$ cat src/common/pppm_pkg.sv
package pppm_pkg;

    // Port slots, in pin order: P2, P3, P4, P5, P6, P7, P12, P13
    localparam int NUM_PORTS = 8;
    localparam int PT_P2 = 0;
    localparam int PT_P3 = 1;
    localparam int PT_P4 = 2;
    localparam int PT_P5 = 3;
    localparam int PT_P6 = 4;
    localparam int PT_P7 = 5;
    localparam int PT_P12 = 6;
    localparam int PT_P13 = 7;

    // Implemented pins per slot; port 7 has three, port 13 has two
    localparam logic [7:0][7:0] PIN_MASK = {
        8'h03, 8'hFF, 8'h07, 8'hFF, 8'hFF, 8'hFF, 8'hFF, 8'hFF
    };

    // APB map: group in paddr[7:5], slot or register in paddr[4:2]
    localparam int APB_AW = 12;
    localparam logic [2:0] GRP_LATCH = 3'h0;
    localparam logic [2:0] GRP_DIR = 3'h1;
    localparam logic [2:0] GRP_CTL = 3'h2;
    localparam logic [2:0] GRP_PIN = 3'h3;
    localparam logic [2:0] GRP_MISC = 3'h4;
    localparam logic [2:0] MISC_MEMX = 3'h0;
    localparam logic [2:0] MISC_PUL = 3'h1;
    localparam logic [2:0] MISC_PUH = 3'h2;
    localparam logic [2:0] MISC_RTPBUF = 3'h3;
    localparam logic [2:0] MISC_VBUS = 3'h4;
    localparam logic [2:0] MISC_STAT = 3'h5;
    localparam logic [2:0] MISC_MASK = 3'h6;

    // Field positions
    localparam int MEMX_EN_BIT = 0;
    localparam int MEMX_WAIT_BIT = 1;
    localparam int MEMX_P4IN_BIT = 2;
    localparam int STAT_KRF_BIT = 0;
    localparam int SCK_B_BIT = 2;
    localparam int SCK_A_BIT = 7;
    localparam int RD_BIT = 4;
    localparam int WR_BIT = 5;
    localparam int WAIT_BIT = 6;
    localparam int LATCH_STROBE_BIT = 7;
    localparam int VBUS_TX_BIT = 4;
    localparam int VBUS_RX_BIT = 5;
    localparam logic [7:0] P6_OD_MASK = 8'h0F;

    // Values after reset
    localparam logic [7:0] LATCH_RESET = 8'h00;
    localparam logic [7:0] DIR_RESET = 8'hFF;
    localparam logic [7:0] CTL_RESET = 8'h00;
    localparam logic [7:0] MEMX_RESET = 8'h04;
    localparam logic [7:0] PU_RESET = 8'h00;
    localparam logic [7:0] RTP_RESET = 8'h00;
    localparam logic [7:0] SYNC_RESET = 8'h00;

    // Pad drive for one 8-pin port
    typedef struct packed {
        logic [7:0] out;
        logic [7:0] oe;
        logic [7:0] pu;
    } pppm_pad_t;

    // Peripheral drive offered to one port in control mode
    typedef struct packed {
        logic [7:0] value;
        logic [7:0] enable;
    } pppm_ctl_t;

    // External memory expansion bus from the bus unit
    typedef struct packed {
        logic [7:0] adOut;
        logic adOe;
        logic [7:0] addrHigh;
        logic rdN;
        logic wrN;
        logic addrLatch;
    } pppm_mem_t;

endpackage

$ cat src/design/pppm_pin_sync.sv
`timescale 1ns/1ps
module pppm_pin_sync
    import pppm_pkg::*;
(
    // Clock and reset
    input wire logic clk_sys,
    input wire logic rst,
    // Pins and results
    input wire logic [7:0] pinIn,
    output logic [7:0] level,
    output logic [7:0] fall
);

    logic [7:0] meta_q;
    logic [7:0] sync_q;
    logic [7:0] prev_q;

    // Two stages before use; only the second stage feeds the edge detector
    always_ff @(posedge clk_sys) begin
        if (rst) begin
            meta_q <= SYNC_RESET;
            sync_q <= SYNC_RESET;
            prev_q <= SYNC_RESET;
        end else begin
            meta_q <= pinIn;
            sync_q <= meta_q;
            prev_q <= sync_q;
        end
    end

    // Level and one-cycle falling-edge pulse
    assign level = sync_q;
    assign fall = prev_q & ~sync_q;

endmodule

$ cat src/design/pppm_port_mux.sv
// Local design decisions: the register offsets and the APB register port.
`timescale 1ns/1ps
// Functional notes
// [RULE1] Port 2 direction chosen per bit
// [RULE2] Port 2 control mode carries serial functions
// [RULE3] Serial clock out needs direction 0, latch 1
// [RULE4] Port 3 control mode carries timer, clock, buzzer
// [RULE5] Port 4 direction set for all eight together
// [RULE6] Port 4 falling edge sets key flag
// [RULE7] Memory mode: port 4 is address/data, no pull-ups
// [RULE8] Memory mode: port 5 high address, no pull-ups
// [RULE9] Memory mode: port 6 upper pins are strobes
// [RULE10] Port 6 low pins open drain, no pull-up; in control mode the code drives them push-pull from ctlIn
// [RULE11] Unused wait pin stays an ordinary port bit
// [RULE12] Port 7 three bits, serial functions in control
// [RULE13] Pull-ups by low/high option registers, inputs only
// [RULE14] Port 12 real-time outputs update on trigger
// [RULE15] Vehicle bus pins on port 12 drop pull-ups
// [RULE16] Unused converter pin parked by software
// [RULE17] Low system reset input resets the block
// [RULE18] All multiplexed pins are inputs after reset
// [RULE19] Control mode overrides port latch and direction
module pppm_port_mux
    import pppm_pkg::*;
(
    // Clock and resets
    input wire logic clk_sys,
    input wire logic srst,
    input wire logic sysResetN,
    // APB slave
    input wire logic psel,
    input wire logic penable,
    input wire logic pwrite,
    input wire logic [APB_AW-1:0] paddr,
    input wire logic [31:0] pwdata,
    output logic [31:0] prdata,
    output logic pready,
    output logic pslverr,
    // Pads
    input wire logic [NUM_PORTS-1:0][7:0] pinIn,
    output pppm_pad_t [NUM_PORTS-1:0] pad,
    // Peripheral side
    input wire pppm_ctl_t [NUM_PORTS-1:0] ctlIn,
    input wire pppm_mem_t memBus,
    input wire logic rtpTrigger,
    output logic [NUM_PORTS-1:0][7:0] pinLevel,
    // Interrupt
    output logic irq
);

    logic rstnMeta_q;
    logic rstnSync_q;
    logic rstAll;
    logic [NUM_PORTS-1:0][7:0] latch_q;
    logic [NUM_PORTS-1:0][7:0] dir_q;
    logic [NUM_PORTS-1:0][7:0] ctl_q;
    logic [7:0] memx_q;
    logic [7:0] puL_q;
    logic [7:0] puH_q;
    logic [7:0] rtpBuf_q;
    logic [7:0] rtpOut_q;
    logic vbusSel_q;
    logic [7:0] stat_q;
    logic [7:0] mask_q;
    logic [31:0] prdata_q;
    logic pready_q;
    logic pslverr_q;
    logic irq_q;
    pppm_pad_t [NUM_PORTS-1:0] pad_d;
    pppm_pad_t [NUM_PORTS-1:0] pad_q;
    logic [NUM_PORTS-1:0][7:0] fallAll;
    logic [7:0] stat_d;

    // Pin reset is asynchronous to us, so it passes two stages first
    always_ff @(posedge clk_sys) begin
        if (srst) begin
            rstnMeta_q <= 1'b0;
            rstnSync_q <= 1'b0;
        end else begin
            rstnMeta_q <= sysResetN;
            rstnSync_q <= rstnMeta_q;
        end
    end
    assign rstAll = srst | ~rstnSync_q; // [RULE17]

    // APB decode
    wire [2:0] grp = paddr[7:5];
    wire [2:0] idx = paddr[4:2];
    wire aligned = (paddr[1:0] == 2'b00) && (paddr[APB_AW-1:8] == '0);
    wire slotHit = aligned && (grp <= GRP_PIN);
    wire miscHit = aligned && (grp == GRP_MISC) && (idx <= MISC_MASK);
    wire hit = slotHit | miscHit;
    wire access = psel & penable & pready_q;
    wire wrEn = access & pwrite & hit;
    wire rdEn = access & ~pwrite & hit;
    wire [7:0] wByte = pwdata[7:0];
    wire wrMisc = wrEn & (grp == GRP_MISC);

    // Read data selection
    wire [7:0] slotRead =
        (grp == GRP_LATCH) ? latch_q[idx] :
        (grp == GRP_DIR) ? dir_q[idx] :
        (grp == GRP_CTL) ? ctl_q[idx] : pinLevel[idx];
    wire [7:0] miscRead =
        (idx == MISC_MEMX) ? memx_q :
        (idx == MISC_PUL) ? puL_q :
        (idx == MISC_PUH) ? puH_q :
        (idx == MISC_RTPBUF) ? rtpBuf_q :
        (idx == MISC_VBUS) ? {7'h00, vbusSel_q} :
        (idx == MISC_STAT) ? stat_q : mask_q;
    wire [7:0] readVal = slotHit ? slotRead : (miscHit ? miscRead : 8'h00);

    // One wait state: answer registered in the first access cycle
    always_ff @(posedge clk_sys) begin
        if (rstAll) begin
            pready_q <= 1'b0;
            prdata_q <= 32'h0000_0000;
            pslverr_q <= 1'b0;
        end else begin
            pready_q <= psel & penable & ~pready_q;
            prdata_q <= {24'h000000, readVal};
            pslverr_q <= psel & penable & ~pready_q & ~hit;
        end
    end

    // Per-port slot registers; port 4 direction lives in memx instead
    genvar p;
    for (p = 0; p < NUM_PORTS; p++) begin : g_slot
        wire wrSlot = wrEn & (idx == 3'(p));
        wire [7:0] dirRst = (p == PT_P4) ? 8'h00 : DIR_RESET & PIN_MASK[p];
        always_ff @(posedge clk_sys) begin
            if (rstAll) begin
                latch_q[p] <= LATCH_RESET;
                dir_q[p] <= dirRst; // [RULE18]
                ctl_q[p] <= CTL_RESET;
            end else begin
                if (wrSlot && grp == GRP_LATCH)
                    latch_q[p] <= wByte & PIN_MASK[p];
                if (wrSlot && grp == GRP_DIR && p != PT_P4)
                    dir_q[p] <= wByte & PIN_MASK[p]; // [RULE1] [RULE12]
                if (wrSlot && grp == GRP_CTL && p != PT_P4)
                    ctl_q[p] <= wByte & PIN_MASK[p];
            end
        end
        pppm_pin_sync u_sync (
            .clk_sys(clk_sys),
            .rst(rstAll),
            .pinIn(pinIn[p] & PIN_MASK[p]),
            .level(pinLevel[p]),
            .fall(fallAll[p])
        );
    end

    // Mode and option registers
    always_ff @(posedge clk_sys) begin
        if (rstAll) begin
            memx_q <= MEMX_RESET;
            puL_q <= PU_RESET;
            puH_q <= PU_RESET;
            rtpBuf_q <= RTP_RESET;
            vbusSel_q <= 1'b0;
            mask_q <= 8'h00;
        end else if (wrMisc) begin
            if (idx == MISC_MEMX) memx_q <= wByte;
            if (idx == MISC_PUL) puL_q <= wByte;
            if (idx == MISC_PUH) puH_q <= wByte;
            if (idx == MISC_RTPBUF) rtpBuf_q <= wByte;
            if (idx == MISC_VBUS) vbusSel_q <= wByte[0];
            if (idx == MISC_MASK) mask_q <= wByte;
        end
    end

    // Real-time port copies its buffer only on the trigger pulse
    always_ff @(posedge clk_sys) begin
        if (rstAll)
            rtpOut_q <= RTP_RESET;
        else if (rtpTrigger)
            rtpOut_q <= rtpBuf_q; // [RULE14]
    end

    // Sticky key flag; a new edge beats a clearing read
    wire keyFall = |fallAll[PT_P4];
    wire statRead = rdEn & (grp == GRP_MISC) & (idx == MISC_STAT);
    always_comb begin
        stat_d = statRead ? 8'h00 : stat_q;
        if (keyFall)
            stat_d[STAT_KRF_BIT] = 1'b1; // [RULE6]
    end
    always_ff @(posedge clk_sys) begin
        if (rstAll) begin
            stat_q <= 8'h00;
            irq_q <= 1'b0;
        end else begin
            stat_q <= stat_d;
            irq_q <= |(stat_d & mask_q);
        end
    end

    // Mode bits
    wire memEn = memx_q[MEMX_EN_BIT];
    wire waitEn = memx_q[MEMX_WAIT_BIT];
    wire p4In = memx_q[MEMX_P4IN_BIT];

    // Pin owners: memory bus first, then control mode, then the latch
    for (p = 0; p < NUM_PORTS; p++) begin : g_pad
        logic [7:0] dirEff;
        logic [7:0] baseOut;
        logic [7:0] baseOe;
        logic [7:0] sel;
        logic [7:0] ctlVal;
        logic [7:0] ctlOe;
        logic [7:0] memOwn;
        logic [7:0] memOut;
        logic [7:0] memOe;
        logic [7:0] puDis;
        logic [7:0] puEn;
        logic [7:0] oeMix;
        logic [7:0] outMix;
        // Option bit index kept in range on both sides of the select
        localparam int PU_BIT = (p >= PT_P12) ? p - PT_P12 : p;
        if (p == PT_P4) begin : g_p4
            assign dirEff = p4In ? 8'hFF : 8'h00; // [RULE5]
            assign memOwn = {8{memEn}}; // [RULE7]
            assign memOut = memBus.adOut;
            assign memOe = {8{memBus.adOe}};
        end else if (p == PT_P5) begin : g_p5
            assign dirEff = dir_q[p];
            assign memOwn = {8{memEn}}; // [RULE8]
            assign memOut = memBus.addrHigh;
            assign memOe = 8'hFF;
        end else if (p == PT_P6) begin : g_p6
            assign dirEff = dir_q[p];
            // Wait pin is only taken when external wait is enabled
            assign memOwn = memEn ? {1'b1, waitEn, 2'b11, 4'h0}
                                  : 8'h00; // [RULE9] [RULE11]
            assign memOut = {memBus.addrLatch, 1'b0, memBus.wrN, memBus.rdN,
                             4'h0};
            assign memOe = {2'b10, 2'b11, 4'h0};
        end else begin : g_nomem
            assign dirEff = dir_q[p];
            assign memOwn = 8'h00;
            assign memOut = 8'h00;
            assign memOe = 8'h00;
        end
        if (p == PT_P6) begin : g_od
            // Low pins only sink; a 1 in the latch releases the pin
            assign baseOut = latch_q[p] & ~P6_OD_MASK; // [RULE10]
            assign baseOe = ~dirEff & ~(latch_q[p] & P6_OD_MASK);
        end else begin : g_pp
            assign baseOut = latch_q[p];
            assign baseOe = ~dirEff & PIN_MASK[p];
        end
        if (p == PT_P2) begin : g_ctl2
            // Clock pins keep direction and latch as their gate
            assign ctlVal = ctlIn[p].value &
                (latch_q[p] | ~8'h84); // [RULE2] [RULE3]
            assign ctlOe = {~dirEff[SCK_A_BIT], ctlIn[p].enable[6:3],
                            ~dirEff[SCK_B_BIT], ctlIn[p].enable[1:0]};
            assign sel = ctl_q[p];
        end else if (p == PT_P12) begin : g_ctl12
            assign sel = ctl_q[p] |
                (vbusSel_q ? 8'h30 : 8'h00); // [RULE15]
            assign ctlVal = vbusSel_q ?
                {rtpOut_q[7:6], 1'b0, ctlIn[p].value[VBUS_TX_BIT],
                 rtpOut_q[3:0]} : rtpOut_q; // [RULE14]
            assign ctlOe = vbusSel_q ? 8'hDF : 8'hFF;
        end else if (p == PT_P13) begin : g_ctl13
            // Converter output is analog; digital driver stays off
            assign sel = ctl_q[p];
            assign ctlVal = 8'h00;
            assign ctlOe = 8'h00;
        end else begin : g_ctlx
            assign sel = ctl_q[p]; // [RULE4] [RULE12]
            assign ctlVal = ctlIn[p].value;
            assign ctlOe = ctlIn[p].enable;
        end
        assign puDis = memOwn | ((p == PT_P12) ? sel & 8'h30 : 8'h00) |
            ((p == PT_P13) ? sel : 8'h00) |
            ((p == PT_P6) ? P6_OD_MASK : 8'h00);
        assign puEn = (p >= PT_P12) ? {8{puH_q[PU_BIT]}}
                                    : {8{puL_q[PU_BIT]}};
        assign outMix = (memOwn & memOut) | (~memOwn & ((sel & ctlVal) |
            (~sel & baseOut))); // [RULE19]
        assign oeMix = (memOwn & memOe) | (~memOwn & ((sel & ctlOe) |
            (~sel & baseOe)));
        assign pad_d[p].out = outMix & PIN_MASK[p];
        assign pad_d[p].oe = oeMix & PIN_MASK[p];
        assign pad_d[p].pu = puEn & ~oeMix & ~puDis & PIN_MASK[p]; // [RULE13]
    end

    // Pads are registered so every output comes from a flip-flop
    always_ff @(posedge clk_sys) begin
        if (rstAll)
            pad_q <= '0; // [RULE18]
        else
            pad_q <= pad_d;
    end

    assign pad = pad_q;
    assign prdata = prdata_q;
    assign pready = pready_q;
    assign pslverr = pslverr_q;
    assign irq = irq_q;
endmodule

$ cat config.mk
export PLATFORM = sky130hd
export DESIGN_NAME = pppm_port_mux
export DESIGN_NICKNAME = d
export VERILOG_FILES = /design/src/common/pppm_pkg.sv /design/src/design/pppm_pin_sync.sv /design/src/design/pppm_port_mux.sv
export SDC_FILE = /design/constraint.sdc
export NUM_CORES = 1
export LEC_CHECK = 0
export BUFFER_PORTS_ARGS = -buffer_cell sky130_fd_sc_hd__buf_2
export CORE_UTILIZATION = 30
export DETAILED_ROUTE_END_ITERATION = 6
export GPL_TIMING_DRIVEN = 1
export PLACE_DENSITY = 0.55
export SKIP_CTS_REPAIR_TIMING = 1
export SYNTH_ARGS = -nofsm -noshare
export SYNTH_HDL_FRONTEND = slang
export SYNTH_HIERARCHICAL = 1
export SYNTH_SLANG_ARGS = --single-unit
$ cat constraint.sdc
create_clock -name clk_sys -period 3.75 [get_ports clk_sys]
set_input_delay 0.375 -clock clk_sys [delete_from_list [all_inputs] [get_ports clk_sys]]
set_output_delay 0.375 -clock clk_sys [all_outputs]
set_load 0.01 [all_outputs]
==> results of run 1 <==
==> registers in the layout, indices dropped and copies added, names as in the netlist, 2 cells and up <==
name                  cells
g_slot.u_sync/level      64
puL_q                     8
mask_q                    8
rtpBuf_q                  8
stat_q                    8
g_pad.sel                35
g_pad.dirEff             45
puH_q                     8
prdata                    8
pad                     141
ctl_q                     8
g_pad.baseOut            49
g_slot.u_sync/prev_q      8
g_slot.u_sync/meta_q     64
latch_q                   4
memx_q                    8
g_pad.puDis               2
rtpOut_q                  8
==> power groups by stage <==
stage | clock [mW] | sequential [mW] | combinational [mW]
after floorplan | 0 | 5.34 | 0.322
after global placement | 0 | 5.34 | 0.458
after detailed placement | 0 | 5.34 | 0.461
after CTS | 5.88 | 5.22 | 0.462
after global routing | 6.11 | 5.22 | 0.545
final | 5.75 | 5.22 | 0.513
==> layer usage <==
metal / wire [um] / GRT usage / part of all wire / up-vias
met3: 6330 / 0.0615 / 0.091 / 102
met1: 29300 / 0.264 / 0.42 / 7530
li1: - / - / - / 7518
met4: 1790 / 0.0609 / 0.026 / 6
met2: 31700 / 0.325 / 0.46 / 700
met5: 45 / 0 / 0.00065 / -
==> area by class of cell <==
cell class / count / area, um2 / share of cell area
Sequential cell: 490 / 9810 / 0.407
Multi-Input combinational cell: 1373 / 8410 / 0.349
Timing Repair Buffer: 481 / 2800 / 0.116
Clock buffer: 76 / 1560 / 0.0646
Tap cell: 846 / 1060 / 0.0440
Clock inverter: 27 / 385 / 0.0160
Inverter: 13 / 56.3 / 0.00234
Antenna cell: 4 / 10.0 / 0.000416
==> placed cells by master, fill, tap and decap left out, types with 5 or more instances in the layout <==
cell type and instances:
clkbuf_1 11, or2_2 5, o211ai_1 5, dlygate4sd3_1 56, nand2b_1 6, inv_1 11, and2b_1 25, a211oi_1 11
dfxtp_1 489, nor2b_2 70, nor2b_1 78, or3b_2 7, and3_1 15, a221oi_1 11, nor4_1 6, bufinv_16 8
clkbuf_16 55, o221ai_1 11, nand3_1 105, a21oi_1 153, nand2_1 227, clkinv_2 8, buf_4 26, o22ai_1 14
buf_2 396, mux2i_1 117, mux4_2 30, o21ai_0 68, nor2_1 225, nor3b_1 11, conb_1 72, nor3_1 19
clkbuf_8 10, nand4_1 5, inv_6 5, a22oi_1 6, mux2_2 24
==> worst register-to-register path, delay by kind of cell, from the launching register on <==
kind	cells	cell delay [ns]
flops	1	0.39
simple gates	5	1.77
==> worst max-delay path by stage <==
stage	end	startpoint	slack, ns
2_1_floorplan	g_slot[0].u_sync/meta_q[2]	srst	1.17
3_3_place_gp	puH_q[7]	paddr[2]	0.87
3_5_place_dp	puH_q[7]	paddr[2]	0.85
4_1_cts	g_pad[6].dirEff[2]	pready	1.48
5_1_grt	g_pad[6].dirEff[5]	pready	1.31
6_report	pad[31]	srst	1.40
==> stage by stage <==
step / setup WS [ns] / cells / area (um2)
3_5_place_dp: 0.846 / 3147 / 21600
5_1_grt: 1.31 / 3307 / 24100
4_1_cts: 1.48 / 3250 / 23500
3_3_place_gp: 0.874 / 3147 / 21600
2_1_floorplan: 1.17 / 2091 / 19600
6_report: 1.40 / 3310 / 24100
==> results.md, run 1 <==
- The total wirelength of the detailed-routed design is 69200 um.
- Summed over all nets, the half-perimeter wirelength after detailed placement is 50100 um.
- The number of vias in the routed layout is 15900.
- The final reports fail on hold timing.
- After clock tree synthesis, the clock-pin slew on the worst setup and hold paths is ~0.060 ns.
- The startpoint identified for the worst register-to-register timing path is pready.
- The instance count on the critical path is 6.
- The maximum achievable frequency is 426 MHz.
- The via count of the first global-routing pass came to 15300.
- The instance count of the mapped netlist is 2020.
- The critical path start-end classification is in2reg.
- The worst-case clock skew is roughly 0.023 ns.
- Once detail routing completed, the nets flagged for antenna violations numbered 0.
- Of the total power, combinational logic draws 0.045.
- The synthesized area per cell is 9.55 um2.
- Summed over all cells, the static leakage comes to ~10 nW.
- Summed over all layers, the global routing overflow is 0.
- The analysis attributes to net switching a power of 2.60 mW.
- The total power after layout is 11.5 mW.
- The type of the worst min-delay path is in2reg.
- For the worst-skew pair, the clock arrives at the later sink with an insertion delay of 0.62 ns.
- The hold path startpoint is memBus[0].
- The initial antenna violation count came to 7.
- The number of buffers and inverters on the critical path is 3.
- The time the worst path needs with I/O delays and setup is around 2.4 ns.
- The share of total power dissipated in the clock network is 0.501.
- The worst setup slack for register-to-register paths is approximately 1.5 ns.
- The switching part of the total power is 0.226.
- The endpoint of the worst register-to-register path is g_pad[6].dirEff[2].
- The pre-antenna-repair detailed-routing pass consisted of 6 iterations.
- The share of post-route cells with drive strength above 1 is 0.273.
- The effective utilization at floorplan is 0.305.
- Final hold analysis gives a worst-case slack of -0.0103 ns.
- The clock tree buffer depth is 3.
- The area of the core is approximately 0.063 mm2.
- The iteration-0 DRC count of the detailed router is 1262.
- The die span in x is approximately 260 um.
- The first global-routing pass estimated roughly 100000 um of wire.
- The maximum number of pins on one net before global-route repair is 146.
- Dividing total power by cell area gives a power density of around 480 mW/mm2.
- The average routed wire per standard cell is around 21 um.
- The measured slew at the worst slew-check pin is 0.925 ns.
- The signal on the critical path passes through dlygate4sd3_1 > buf_2 > nor2b_4 > buf_4 > nand2_1 > nor2b_1.
- At the end of the flow, the number of nets in the layout was 2677.
- Yosys printed 6 warnings.
- The critical path data arrival time is 2.87 ns.
- The post-synthesis instance area is 0.0193 mm2.
- Relative to the synthesized area, the layout overhead comes to 24.9%.
- The number of violations of the max-capacitance limit is 0.
- The floorplan has 92 rows.
- The worst slew margin relative to its limit is 0.383.
- The total routing usage reported by global routing is 0.204.
- The cell count of the worst reg-to-reg path is 5.
- The biggest fanout along the worst timing path is 70.
- The cell family contributing the most delay on the critical path is buffers and inverters.
- The critical path launch point type is an input port.
- After routing, the total negative slack on setup checks comes to 0 ns.
- The root buffer cell chosen for the clock tree is clkbuf_16.
- The count of final max-slew check failures was 0.
- The cell with the biggest individual delay on the critical path is buf_4.
- The hold violation total from the final report is 3.
- The post-layout utilization of the core is 0.380.
- Using the TritonRoute via totals, the vias-per-cell ratio works out to 4.79.
- The worst IR drop on VDD is 0.000375 V.
- The deepest level of the CTS H-tree is 2.
- After detailed routing, the number of remaining DRC violations is 0.
- The flow ran to the end, but the final reports show violations.
- The placer congestion estimate is ~0.9.
- The number of cells traversed by the worst hold path is 3.
- The type of destination of the critical path is a register.
- The delay contributed by the slowest stage of the critical path is 0.63 ns.
- After filler insertion, the fill cell instance count of the layout stands at about 6400.
- The number of clock sinks is 490.
- The required time reported for the critical path endpoint is 4.27 ns.
- The final count of negative-setup-slack endpoints is 0.
- Buffers placed on the I/O ports in this run total ~400.
- The internal power is 8.89 mW.
- The share of total power dissipated in sequential elements is 0.455.
- The CTS tree is built.
- The worst hold path terminates at pad[119].
- The die covers 0.0653 mm2.
- Clock tree synthesis inserted a total of 55 buffers.
- In the finished design, the share of the clock period the worst path needs comes to 0.627.
- In this run the vertical extent of the chip is 256 um.
- Setup repair after global routing left no endpoint under its margin.
- During I/O placement, the number of pins put on the boundary was around 550.
(Power assumes the default switching activity.)
==> run 2: changes to the inputs <==
- clock period: 3.75 -> 2.4 ns (I/O delays scaled with it)
==> results.md, run 2 (synthesis results as in run 1) <==
- The internal power came to 14.0 mW (was 8.89 mW).
- The maximum number of pins on one net before global-route repair is 112 (was 146).
- Cell breakdown of the critical path: and4_1 > nand4_1 > or3_1 > mux2i_1 > nor2_1 (was dlygate4sd3_1 > buf_2 > nor2b_4 > buf_4 > nand2_1 > nor2b_1).
- The switching component of the power came to 4.07 mW (was 2.60 mW).
- The total routing usage reported by global routing was 0.208 (was 0.204).
- The delay contributed by the slowest stage of the critical path came to 0.66 ns (was 0.63 ns).
- The cell with the biggest individual delay on the critical path is or3_1 (was buf_4).
- The final-layout fill cell count was 6304 (was 6425).
- The portion of total power attributed to combinational logic is 0.053 (was 0.045).
- The instance count on the critical path is 5 (was 6).
- The total wirelength of the detailed-routed design is 71700 um (was 69200 um).
- The total power after layout is 18.1 mW (was 11.5 mW).
- The switching part of the total power is 0.225 (was 0.226).
- The area of the die is 0.0653 mm2 (unchanged).
- The sequential fraction of design power is 0.451 (was 0.455).
- The type of destination of the critical path is a register (unchanged).
- The die span in x is 256 um (unchanged).
- The count of TritonRoute iterations in the first routing pass came to 7 (was 6).
- The clock slew seen by the registers of the worst setup and hold paths is 0.06 ns (about the same).
- The number of flip-flops in the largest register came to 141 (unchanged).
- The number of nets in the final layout is 2809 (was 2677).
- The critical path data arrival time is 2.52 ns (was 2.87 ns).
- The worst-case clock skew came to 0.0276 ns (was 0.0232 ns).
- The biggest fanout along the worst timing path is 8 (was 70).
- The wire length of the first global-routing pass is 103000 um (was 100000 um).
- Setup repair after global routing missed its margin: no (unchanged).
- The clock power share is 0.496 (was 0.501).
- The kind of cell with the highest combined delay on the critical path is simple AND/OR/NAND/NOR gates (was buffers and inverters).
- The measured slew at the worst slew-check pin is 0.901 ns (was 0.925 ns).
- The cell area after placement is 0.0221 mm2 (was 0.0216 mm2).
- The relative area change from synthesis to final layout is 31.5% (was 24.9%).
- The number of cells traversed by the worst hold path is 5 (was 3).
- The global route total overflow was 0 (unchanged).
- The iteration-0 DRC count of the detailed router came to 1517 (was 1262).
- The critical path start-end classification is reg2reg (was in2reg).
- The type of the worst min-delay path is in2reg (unchanged).
- The detailed placer's ending HPWL was 52100 um (was 50100 um).
- The row count is 92 (unchanged).
- The number of violations of the max-capacitance limit was 0 (unchanged).
- The power per cell area came to 714 mW/mm2 (was 477 mW/mm2).
- The count of buffers inserted at the top-level ports is 398 (unchanged).
- The leakage dissipation is 10.4 nW (was 9.77 nW).
- The final count of negative-setup-slack endpoints is 0 (unchanged).
- The most common library cell in the layout ignoring fill and taps is dfxtp_1 (unchanged).
- The number of clock sinks is 490 (unchanged).
- The post-route DRC violation count is 1 (was 0).
- The share of post-route cells with drive strength above 1 is 0.279 (was 0.273).
- The buffer type at the clock tree root is clkbuf_16 (unchanged).
- Status: complete, but fails checks (unchanged).
- The vertical die dimension is 256 um (unchanged).
- The clock tree buffer depth is 3 (unchanged).
- The cell count of the worst reg-to-reg path is 5 (unchanged).
- The effective utilization at floorplan is 0.305 (unchanged).
- The number of vias in the routed layout came to 16500 (was 15900).
- The deepest level of the CTS H-tree is 2 (unchanged).
- The number of buffers and inverters on the critical path is 0 (was 3).
- The via density per instance is 4.81 (was 4.79).
- The average routed wire per standard cell is 20.9 um (about the same).
- The I/O pin total is 554 (unchanged).
- The hold violation total from the final report is 0 (was 3).
- The critical path launch point type is a register (was input port).
- The CTS tree is built (unchanged).
- The via count of the first global-routing pass was 15700 (was 15300).
- The post-layout utilization of the core came to 0.401 (was 0.380).
- The worst slew margin relative to its limit is 0.400 (was 0.383).
- Violations in the final reports: DRC (was hold timing).
- The required time reported for the critical path endpoint was 2.86 ns (was 4.27 ns).
- Dividing the final minimum period by the clock period gives 0.858.
- Most frequent cells in the layout: dfxtp_1 (489), buf_2 (396), nand2_1 (227), nor2_1 (225), a21oi_1 (153) (unchanged).
- The final instance area is 0.0254 mm2 (was 0.0241 mm2).
- The clock insertion delay at the later pin of the skew report is 0.62 ns (about the same).
- The placer congestion estimate is 0.905 (was 0.923).
- The area of the core is 0.0633 mm2 (unchanged).
- The CTS buffer count is 55 (unchanged).
- The worst IR drop on VDD is 0.000510 V (was 0.000375 V).
- The count of final max-slew check failures is 0 (unchanged).
- Based on the critical path, the design can be clocked at up to 485 MHz.
- The initial antenna violation count is 6 (was 7).
- The sum of negative setup slack is 0 ns (unchanged).
- The time the worst path needs with I/O delays and setup is slightly above 2 ns.
- The number of routed nets with antenna violations is 0 (unchanged).
==> run 2: changes by cell type in the layout (fill, tap and decap cells not counted), moves of 2 or more <==
cell,change
clkbuf_1,-4
inv_6,-2
clkinvlp_4,+2
buf_4,+45
buf_12,+8
diode_2,-2
dlygate4sd3_1,+79
==> run 2: worst paths after layout <==
check,startpoint,endpoint,slack (ns)
setup / recovery,pready,g_pad[2].baseOut[1],0.34
hold / removal,ctlIn[77],pad[117],0.01
setup reg to reg,pready,g_pad[2].baseOut[1],0.34
hold reg to reg,g_slot[3].u_sync/meta_q[6],g_slot[3].u_sync/level[6],0.43
==> run 2: metrics by stage <==
step,worst slack (ns),instances,hold WS [ns]
2_1_floorplan,0.425,2091,0.312
3_3_place_gp,0.0203,3200,0.415
3_5_place_dp,0.00987,3200,0.419
4_1_cts,0.365,3298,-0.202
5_1_grt,0.239,3435,0.0476
6_report,0.340,3435,0.0141
==> run 2: power by group through the flow <==
| stage | clock (mW) | combinational, mW | sequential, mW |
|---|---|---|---|
| global placement | 0 | 0.762 | 8.34 |
| CTS | 9.16 | 0.772 | 8.16 |
| finish | 8.99 | 0.960 | 8.16 |
| floorplan | 0 | 0.502 | 8.34 |
| detailed placement | 0 | 0.770 | 8.34 |
| global route | 9.51 | 1.02 | 8.16 |
==> run 2: worst min-delay path: stages <==
cell and delay [ns]:
buf_2 0.08, mux2i_1 0.06, nor2_1 0.09, a21oi_1 0.05, nor2_1 0.07
==> run 2: final cells by class <==
class,count,area [um2],area share
flip-flops and latches,490,9810,0.387
clock buffers,71,1530,0.0602
clock inverters,27,408,0.0161
multi-input cells,1373,8410,0.331
repair buffers,613,4090,0.161
diodes,2,5.00,0.000197
inverters,13,56.3,0.00222
well taps,846,1060,0.0417
==> run 2: layer usage <==
layer	routed length (um)	vias to the layer above	global-route usage
li1	-	7776	-
met1	30900	7865	0.273
met2	32700	733	0.328
met3	5840	144	0.0524
met4	2240	8	0.0737
met5	46	-	0
